--- config.mk ---
export PLATFORM = sky130hd
export DESIGN_NAME = cmp_timer
export DESIGN_NICKNAME = d
export VERILOG_FILES = /design/src/hw/cmp_timer_pkg.sv /design/src/hw/cmp_timer.sv
export VERILOG_INCLUDE_DIRS = /design/src /design/src/hw
export SDC_FILE = /design/constraint.sdc
export NUM_CORES = 1
export LEC_CHECK = 0
export ABC_AREA = 0
export BUFFER_PORTS_ARGS = -buffer_cell sky130_fd_sc_hd__clkbuf_2
export CORE_MARGIN = 5
export CORE_UTILIZATION = 35
export CTS_CLUSTER_SIZE = 30
export DETAILED_ROUTE_END_ITERATION = 12
export GPL_ROUTABILITY_DRIVEN = 0
export PLACE_DENSITY = 0.59
export SETUP_SLACK_MARGIN = 0.2
export SYNTH_ARGS = -nofsm -noshare
export SYNTH_HDL_FRONTEND = slang
export SYNTH_SLANG_ARGS = --single-unit
--- constraint.sdc ---
create_clock -name CORE_CLK -period 3.1 [get_ports CORE_CLK]
set_clock_uncertainty 0.05 [all_clocks]
set_input_delay 0.62 -clock CORE_CLK [delete_from_list [all_inputs] [get_ports CORE_CLK]]
set_output_delay 0.62 -clock CORE_CLK [all_outputs]
set_load 0.01 [all_outputs]
--- src/hw/cmp_timer_defines.svh ---
// register offsets, field positions, reset values and timing constants for the compare timer
`ifndef CMP_TIMER_DEFINES_SVH
`define CMP_TIMER_DEFINES_SVH

`define TMR_OFF_CTRL      12'h000
`define TMR_OFF_COUNT     12'h004
`define TMR_OFF_CMP       12'h008
`define TMR_OFF_FLAG      12'h00c
`define TMR_OFF_MASK      12'h010
`define TMR_OFF_STATUS    12'h014

`define CTRL_CS_LSB       0
`define CTRL_WGM_LSB      3
`define CTRL_COM_LSB      5
`define CTRL_FOC_BIT      7
`define CTRL_DIR_BIT      8
`define CTRL_GIE_BIT      9

`define FLAG_OVF_BIT      0
`define FLAG_CMP_BIT      1

`define STAT_OC_BIT       0
`define STAT_DOWN_BIT     1

`define CTRL_RESET        32'h0000_0000
`define COUNT_BOTTOM      8'h00
`define COUNT_MAX         8'hff

`define PRE_DIV_8         10'h007
`define PRE_DIV_64        10'h03f
`define PRE_DIV_256       10'h0ff
`define PRE_DIV_1024      10'h3ff

`endif

--- src/hw/cmp_timer_pkg.sv ---
// types shared by the compare timer
package cmp_timer_pkg;

  typedef enum logic [2:0] {
    CS_OFF, CS_DIV1, CS_DIV8, CS_DIV64, CS_DIV256, CS_DIV1024, CS_EXT_FALL, CS_EXT_RISE
  } clock_select_t;

  typedef enum logic [1:0] {
    WGM_NORMAL, WGM_PHASE_PWM, WGM_CTC, WGM_FAST_PWM
  } waveform_mode_t;

  typedef struct packed {
    logic [11:0] paddr;
    logic        psel;
    logic        penable;
    logic        pwrite;
    logic [31:0] pwdata;
  } apb_req_t;

  typedef struct packed {
    logic [31:0] prdata;
    logic        pready;
    logic        pslverr;
  } apb_rsp_t;

endpackage

--- src/hw/cmp_timer.sv ---
// eight-bit timer/counter with one compare channel and an apb register slave
//
// The implementer's own choices: the APB slave port and the placing of the registers.
`timescale 1ns/100ps
`default_nettype none
`include "cmp_timer_defines.svh"

module cmp_timer (
  input  wire logic                    CORE_CLK,
  input  wire logic                    RSTN,
  input  wire cmp_timer_pkg::apb_req_t APB_REQ,
  output var  cmp_timer_pkg::apb_rsp_t APB_RSP,
  input  wire logic                    EVENT_CLOCK_PIN,
  input  wire logic                    PIN_DIR_OUT,
  input  wire logic                    OVF_IRQ_ACK,
  input  wire logic                    CMP_IRQ_ACK,
  output logic                         COMPARE_OUTPUT,
  output logic                         COMPARE_OUTPUT_OE,
  output logic                         OVF_IRQ,
  output logic                         CMP_IRQ
);
  import cmp_timer_pkg::*;

  logic [31:0]    ctrl_q;
  logic [7:0]     count_value_q;
  logic [7:0]     compare_value_q;
  logic [7:0]     compare_buf_q;
  logic [1:0]     timer_flag_q;
  logic [1:0]     timer_irq_mask_q;
  logic           down_q;
  logic           oc_q;
  logic           block_q;
  logic [9:0]     pre_q;
  logic           ev_s1_q;
  logic           ev_s2_q;
  logic           ev_s3_q;
  logic           timer_tick;
  clock_select_t  clock_select;
  waveform_mode_t waveform_mode;
  logic [1:0]     compare_output_mode;
  logic           pwm_mode;
  logic           wr_acc;
  logic           rd_acc;
  logic           wr_count;
  logic           wr_cmp;
  logic           wr_flag;
  logic           wr_ctrl;
  logic           force_cmp;
  logic [1:0]     force_com;
  logic           wr_mask;
  logic           ovf_set;
  logic           ovf_clr;
  logic           cmp_set;
  logic           cmp_clr;
  logic           bottom;
  logic           max;
  logic           match;
  logic [7:0]     top;
  logic [7:0]     count_d;
  logic           down_d;
  logic           ovf_evt;
  logic [31:0]    rdata_d;
  logic           mapped;

  assign clock_select        = clock_select_t'(ctrl_q[`CTRL_CS_LSB +: 3]);
  assign waveform_mode       = waveform_mode_t'(ctrl_q[`CTRL_WGM_LSB +: 2]);
  assign compare_output_mode = ctrl_q[`CTRL_COM_LSB +: 2];
  assign pwm_mode            = (waveform_mode == WGM_PHASE_PWM) || (waveform_mode == WGM_FAST_PWM);

  // apb decode; slave answers with zero wait states
  assign wr_acc    = APB_REQ.psel && APB_REQ.penable && APB_REQ.pwrite;
  assign rd_acc    = APB_REQ.psel && APB_REQ.penable && !APB_REQ.pwrite;
  assign wr_ctrl   = wr_acc && (APB_REQ.paddr == `TMR_OFF_CTRL);
  assign wr_count  = wr_acc && (APB_REQ.paddr == `TMR_OFF_COUNT);
  assign wr_cmp    = wr_acc && (APB_REQ.paddr == `TMR_OFF_CMP);
  assign wr_flag   = wr_acc && (APB_REQ.paddr == `TMR_OFF_FLAG);
  assign wr_mask   = wr_acc && (APB_REQ.paddr == `TMR_OFF_MASK);
  // strobe obeys the mode and output setting written with it; odd mode codes are pwm
  assign force_com = APB_REQ.pwdata[`CTRL_COM_LSB +: 2];
  assign force_cmp = wr_ctrl && APB_REQ.pwdata[`CTRL_FOC_BIT] && !APB_REQ.pwdata[`CTRL_WGM_LSB];

  // free-running prescaler, never reset by clock select
  always_ff @(posedge CORE_CLK or negedge RSTN) begin
    if (!RSTN) begin
      pre_q <= 10'h000;
    end else begin
      pre_q <= pre_q + 10'h001;
    end
  end

  // event pin: two sync stages, third stage for edge detection
  always_ff @(posedge CORE_CLK or negedge RSTN) begin
    if (!RSTN) begin
      ev_s1_q <= 1'b0;
      ev_s2_q <= 1'b0;
      ev_s3_q <= 1'b0;
    end else begin
      ev_s1_q <= EVENT_CLOCK_PIN;
      ev_s2_q <= ev_s1_q;
      ev_s3_q <= ev_s2_q;
    end
  end

  always_comb begin
    case (clock_select)
      CS_OFF:      timer_tick = 1'b0;
      CS_DIV1:     timer_tick = 1'b1;
      CS_DIV8:     timer_tick = ((pre_q & `PRE_DIV_8) == `PRE_DIV_8);
      CS_DIV64:    timer_tick = ((pre_q & `PRE_DIV_64) == `PRE_DIV_64);
      CS_DIV256:   timer_tick = ((pre_q & `PRE_DIV_256) == `PRE_DIV_256);
      CS_DIV1024:  timer_tick = (pre_q == `PRE_DIV_1024);
      CS_EXT_FALL: timer_tick = !ev_s2_q && ev_s3_q;
      CS_EXT_RISE: timer_tick = ev_s2_q && !ev_s3_q;
      default:     timer_tick = 1'b0;
    endcase
  end

  assign bottom = (count_value_q == `COUNT_BOTTOM);
  assign max    = (count_value_q == `COUNT_MAX);
  assign top    = (waveform_mode == WGM_CTC) ? compare_value_q : `COUNT_MAX;
  // a counter write masks matches until the next tick has passed
  assign match  = (count_value_q == compare_value_q) && !block_q;

  always_comb begin
    count_d = count_value_q;
    down_d  = down_q;
    ovf_evt = 1'b0;
    case (waveform_mode)
      WGM_NORMAL: begin
        count_d = count_value_q + 8'h01;
        ovf_evt = max;
      end
      WGM_CTC: begin
        count_d = (count_value_q == top) ? `COUNT_BOTTOM : count_value_q + 8'h01;
        ovf_evt = max;
      end
      WGM_FAST_PWM: begin
        count_d = max ? `COUNT_BOTTOM : count_value_q + 8'h01;
        ovf_evt = max;
      end
      WGM_PHASE_PWM: begin
        if (max) begin
          down_d = 1'b1;
        end else if (bottom) begin
          down_d = 1'b0;
        end
        count_d = down_d ? count_value_q - 8'h01 : count_value_q + 8'h01;
        ovf_evt = bottom && down_q;
      end
      default: begin
        count_d = count_value_q;
      end
    endcase
  end

  always_ff @(posedge CORE_CLK or negedge RSTN) begin
    if (!RSTN) begin
      count_value_q <= `COUNT_BOTTOM;
      down_q        <= 1'b0;
    end else if (wr_count) begin
      count_value_q <= APB_REQ.pwdata[7:0];
    end else if (timer_tick) begin
      count_value_q <= count_d;
      down_q        <= down_d;
    end else if (!pwm_mode) begin
      down_q <= 1'b0;
    end
  end

  always_ff @(posedge CORE_CLK or negedge RSTN) begin
    if (!RSTN) begin
      block_q <= 1'b0;
    end else if (wr_count) begin
      block_q <= 1'b1;
    end else if (timer_tick) begin
      block_q <= 1'b0;
    end
  end

  always_ff @(posedge CORE_CLK or negedge RSTN) begin
    if (!RSTN) begin
      compare_value_q <= `COUNT_BOTTOM;
      compare_buf_q   <= `COUNT_BOTTOM;
    end else begin
      if (wr_cmp) begin
        compare_buf_q <= APB_REQ.pwdata[7:0];
      end
      if (wr_cmp && !pwm_mode) begin
        compare_value_q <= APB_REQ.pwdata[7:0];
      end else if (pwm_mode && timer_tick && (max || (waveform_mode == WGM_FAST_PWM && bottom))) begin
        compare_value_q <= compare_buf_q;
      end
    end
  end

  assign ovf_set = timer_tick && ovf_evt;
  assign ovf_clr = OVF_IRQ_ACK || (wr_flag && APB_REQ.pwdata[`FLAG_OVF_BIT]);
  assign cmp_set = timer_tick && match;
  assign cmp_clr = CMP_IRQ_ACK || (wr_flag && APB_REQ.pwdata[`FLAG_CMP_BIT]);

  // hardware set wins over software or acknowledge clear, so no event is lost
  always_ff @(posedge CORE_CLK or negedge RSTN) begin
    if (!RSTN) begin
      timer_flag_q <= 2'b00;
    end else begin
      if (ovf_set) begin
        timer_flag_q[`FLAG_OVF_BIT] <= 1'b1;
      end else if (ovf_clr) begin
        timer_flag_q[`FLAG_OVF_BIT] <= 1'b0;
      end
      if (cmp_set) begin
        timer_flag_q[`FLAG_CMP_BIT] <= 1'b1;
      end else if (cmp_clr) begin
        timer_flag_q[`FLAG_CMP_BIT] <= 1'b0;
      end
    end
  end

  always_ff @(posedge CORE_CLK or negedge RSTN) begin
    if (!RSTN) begin
      ctrl_q <= `CTRL_RESET;
    end else if (wr_ctrl) begin
      ctrl_q <= APB_REQ.pwdata & 32'h0000_037f; // force bit reads as zero
    end
  end

  always_ff @(posedge CORE_CLK or negedge RSTN) begin
    if (!RSTN) begin
      timer_irq_mask_q <= 2'b00;
    end else if (wr_mask) begin
      timer_irq_mask_q <= APB_REQ.pwdata[1:0];
    end
  end

  // compare output state; survives mode changes, cleared by reset, changed by a forced compare, a compare match or count max in fast pwm
  always_ff @(posedge CORE_CLK or negedge RSTN) begin
    if (!RSTN) begin
      oc_q <= 1'b0;
    end else if (force_cmp) begin
      case (force_com)
        2'h1:    oc_q <= !oc_q;
        2'h2:    oc_q <= 1'b0;
        2'h3:    oc_q <= 1'b1;
        default: oc_q <= oc_q;
      endcase
    end else if (timer_tick && compare_output_mode != 2'h0) begin
      case (waveform_mode)
        WGM_NORMAL, WGM_CTC: begin
          if (match) begin
            oc_q <= (compare_output_mode == 2'h1) ? !oc_q : compare_output_mode[0];
          end
        end
        WGM_FAST_PWM: begin
          if (match) begin
            oc_q <= compare_output_mode[0];
          end else if (max) begin
            oc_q <= !compare_output_mode[0];
          end
        end
        WGM_PHASE_PWM: begin
          if (match) begin
            oc_q <= down_q ? !compare_output_mode[0] : compare_output_mode[0];
          end
        end
        default: oc_q <= oc_q;
      endcase
    end
  end

  assign mapped = (APB_REQ.paddr <= `TMR_OFF_STATUS) && (APB_REQ.paddr[1:0] == 2'b00);

  // captured in the setup cycle, stands through the access cycle
  always_comb begin
    rdata_d = 32'h0000_0000;
    case (APB_REQ.paddr)
      `TMR_OFF_CTRL:   rdata_d = ctrl_q;
      `TMR_OFF_COUNT:  rdata_d = {24'h000000, count_value_q};
      `TMR_OFF_CMP:    rdata_d = {24'h000000, pwm_mode ? compare_buf_q : compare_value_q};
      `TMR_OFF_FLAG:   rdata_d = {30'h0, timer_flag_q};
      `TMR_OFF_MASK:   rdata_d = {30'h0, timer_irq_mask_q};
      `TMR_OFF_STATUS: rdata_d = {30'h0, down_q, oc_q};
      default:         rdata_d = 32'h0000_0000;
    endcase
  end

  always_ff @(posedge CORE_CLK or negedge RSTN) begin
    if (!RSTN) begin
      APB_RSP <= '0;
    end else begin
      APB_RSP.prdata  <= rd_acc ? rdata_d : 32'h0000_0000;
      APB_RSP.pready  <= 1'b1;
      APB_RSP.pslverr <= 1'b0;
      if (APB_REQ.psel && !APB_REQ.penable) begin
        APB_RSP.prdata  <= APB_REQ.pwrite ? 32'h0000_0000 : rdata_d;
        APB_RSP.pslverr <= !mapped;
      end
    end
  end

  always_ff @(posedge CORE_CLK or negedge RSTN) begin
    if (!RSTN) begin
      COMPARE_OUTPUT    <= 1'b0;
      COMPARE_OUTPUT_OE <= 1'b0;
      OVF_IRQ           <= 1'b0;
      CMP_IRQ           <= 1'b0;
    end else begin
      COMPARE_OUTPUT    <= oc_q;
      COMPARE_OUTPUT_OE <= (compare_output_mode != 2'h0) && PIN_DIR_OUT;
      OVF_IRQ <= timer_flag_q[`FLAG_OVF_BIT] && timer_irq_mask_q[`FLAG_OVF_BIT] && ctrl_q[`CTRL_GIE_BIT];
      CMP_IRQ <= timer_flag_q[`FLAG_CMP_BIT] && timer_irq_mask_q[`FLAG_CMP_BIT] && ctrl_q[`CTRL_GIE_BIT];
    end
  end

endmodule
`default_nettype wire

==> results.toml <==
[run_status]
outcome = "complete, no violations"

[setup_path]
crit_fanout = 12
cp_top_family = "simple AND/OR/NAND/NOR gates"
crit_arrival_ps = 2690
critPathRequiredTime_ps = 3260
start_kind = "flop"
slowest_stage = "or3b_2"
crit_type = "flop to flop"
critical_path_buf_inv_count = 2
worst_path_largest_cell_delay_ps = 470
endpoint_kind = "flop"
crit_chain = "inv_1, ha_1, or3b_2, nor2_1, a21oi_1, nor3b_2, buf_4, nor3b_1, a221o_1"

[sta]
whs_ps = 301
setup_tns_ps = 0
fmax_mhz = 395
min_period_ps = 2530
relSlewSlack_pct = 48.9
rsz0062_at_grt = "no"
setup_viol = 0
finalMaxSlewViolations = 0
layout_worst_path_cycle_share_pct = 81.6
tightest_slew_ps = 767
timing_hold_violations_final = 0

[floorplan]
dieArea_mm2 = 0.0136
ios = 91
initial_core_util_pct = 35.4
die_h_um = 117
core_area_mm2 = 0.0113
rows = 39
die_w_um = 117

[placement]
placed_cell_area_mm2 = 0.00433
portBuffers = 46
dp_cells = 594
dp_hpwl_mm = 7.47

[layout]
final_cell_mix = "dfrtp_1, nor2_1, clkbuf_2"
n_antenna_cell = 0
fin_nets = 520
final_common_cell = "dfrtp_1"
design_area_mm2 = 0.00468
final_cells = 610
areaGrowthSynthToFinish_pct = 17.2
drive_above_1_share_pct = 22.1
postLayoutCoreUtil_pct = 41.5

[synth]
synth_area_mm2 = 0.00399
ys_warn_count = 0
syn_avg_cell_area_um2 = 9.55
async_flop_share_pct = 100
yosysUniqueCellTypes = 57
synth-main-ff-cell = "dfrtp_1"
ys_seq_area_share_pct = 43.3
syn_inst = 418
ys_ff_latch = 69
synth_edf_count = 0

[pwr]
clockPowerShare_pct = 53.6
p_int_uw = 1760
total_leakage_power_uw = 0.00202
sw_frac_of_total_pct = 21.5
seqPwrFrac_pct = 40.9
powerDensity_mw_per_mm2 = 478
combPwrFrac_pct = 5.5
p_switching_uw = 480
vdd_drop_max_mv = 0.294

[drt]
dr.pass1.iters = 4
route.detailed.drc = 0
wl_met1_mm = 4.51
wl_met2_mm = 4.80
routed_wl_mm = 10.2
top_layer = "met4"
vias_per_cell = 5.24
num_vias = 3199
antenna_left = 0
wire_per_inst_um = 16.8
drtIter0Drc = 109
dr_wl_met3_um = 666

[flow_run]
maxCapViolCount = 0

[clocking]
htree_levels = 3
cts_hold_buf = 0
clockBufferDepth = 2
cts_setup_buffers = 0
clockRootBuffer = "clkbuf_16"
cts_resized = 0
tritoncts = "done"
cts_sinks = 69
cts.clk_slew.worst_paths_ps = 60
clock_latency_ps = 330
cts_made_buffers = 9

[global_route]
grt_max_degree = 39
track_usage_pct = 16.0
grt_pass1_vias = 3262
antenna_found_initial = 0
grt-ovfl-total = 0
grt_pass1_wl_mm = 16.9

[worst_hold_path]
holdCritPathClass = "flop to flop"
[registers in the layout, indices dropped and copies added (netlist names)]
name and count:
down_q 1, block_q 1, pre_q 10, ev_s1_q 1, ev_s2_q 1, count_value_q 8
compare_value_q 8, compare_buf_q 8, timer_flag_q 2, COMPARE_OUTPUT 1, COMPARE_OUTPUT_OE 1, oc_q 1
CMP_IRQ 1, APB_RSP 12, timer_irq_mask_q 2, ctrl_q 9, ev_s3_q 1, OVF_IRQ 1
[cell type report]
| cell class | count | area [um2] |
|---|---|---|
| Fill cell | 1105 | 6600 |
| Inverter | 7 | 26.3 |
| Clock buffer | 10 | 239 |
| Clock inverter | 6 | 110 |
| Multi-Input combinational cell | 317 | 2050 |
| Sequential cell | 69 | 1730 |
| Tap cell | 143 | 179 |
| Timing Repair Buffer | 58 | 345 |
[cells by family (layout without fill, tap and decap cells)]
group / count (synthesis) / count (layout) / share of synthesized area [%]
AO/OA/AOI/OAI: 74 / 74 / 12.4
XOR/XNOR: 19 / 19 / 4.17
adder cells (fa/ha/maj): 5 / 5 / 1.57
buffers and inverters: 53 / 81 / 7.31
flip-flops: 69 / 69 / 43.3
multiplexers: 37 / 37 / 9.88
other: 2 / 23 / 0.188
AND/OR/NAND/NOR: 159 / 159 / 21.2
[worst register-to-register path, delay by kind of cell (launching register included)]
family | cells | cell delay, ps
simple gates | 4 | 920
flops | 1 | 450
buf+inv | 2 | 410
compound gates | 2 | 390
fa+ha+maj | 1 | 190
[cell usage after synthesis, drive strengths merged, types with 3 or more instances]
master	n	area share (%)
nand3b	5	0.94
nor3b	7	1.4
or3	3	0.47
nand2b	7	1.1
clkbuf	15	1.4
dfrtp	69	43
nand4	9	1.4
and4	3	0.66
and2	4	0.63
nor3	11	1.5
and3	7	1.1
nand4b	3	0.66
ha	5	1.6
mux2	19	5.4
nand3	6	0.75
a221o	4	1.0
o31ai	3	0.56
nor2b	4	0.63
buf	31	5.2
o21ai	13	1.7
a211oi	4	0.75
xnor2	17	3.7
o41ai	3	0.66
nor4	6	0.94
nand2	29	2.7
inv	7	0.66
or2	3	0.47
mux2i	18	4.5
a21oi	26	3.4
nor2	46	4.3
[path summary, 6_finish.rpt]
kind | slack, ps | endpoint | startpoint | cells past startpoint
max | 570 | compare_value_q[5] | count_value_q[1] | 9
min | 300 | ev_s2_q | ev_s1_q | 0
max reg2reg | 570 | compare_value_q[5] | count_value_q[1] | 9
min reg2reg | 300 | ev_s2_q | ev_s1_q | 0
max in group asynchronous | 2020 | ctrl_q[3] | RSTN | 2
min in group asynchronous | 310 | pre_q[1] | RSTN | 1
[stage by stage]
stage	power, uW	worst slack [ps]
after floorplan	1010	801
after global placement	1050	519
after detailed placement	1050	464
after CTS	2260	604
after global routing	2320	370
final	2230	571
[power by group through the flow]
stage | Sequential (uW) | Clock (uW) | Combinational, uW
after global routing | 915 | 1270 | 140
after CTS | 914 | 1220 | 125
final | 914 | 1200 | 123
after floorplan | 928 | 0 | 77.9
after global placement | 930 | 0 | 123
after detailed placement | 930 | 0 | 124
[routing by layer]
layer	GRT usage, %	vias up
li1	-	1540
met1	20.9	1546
met2	25.4	95
met3	3.75	18
met4	7.34	0
met5	0	-
No activity file was read; power rests on OpenSTA's default activity.
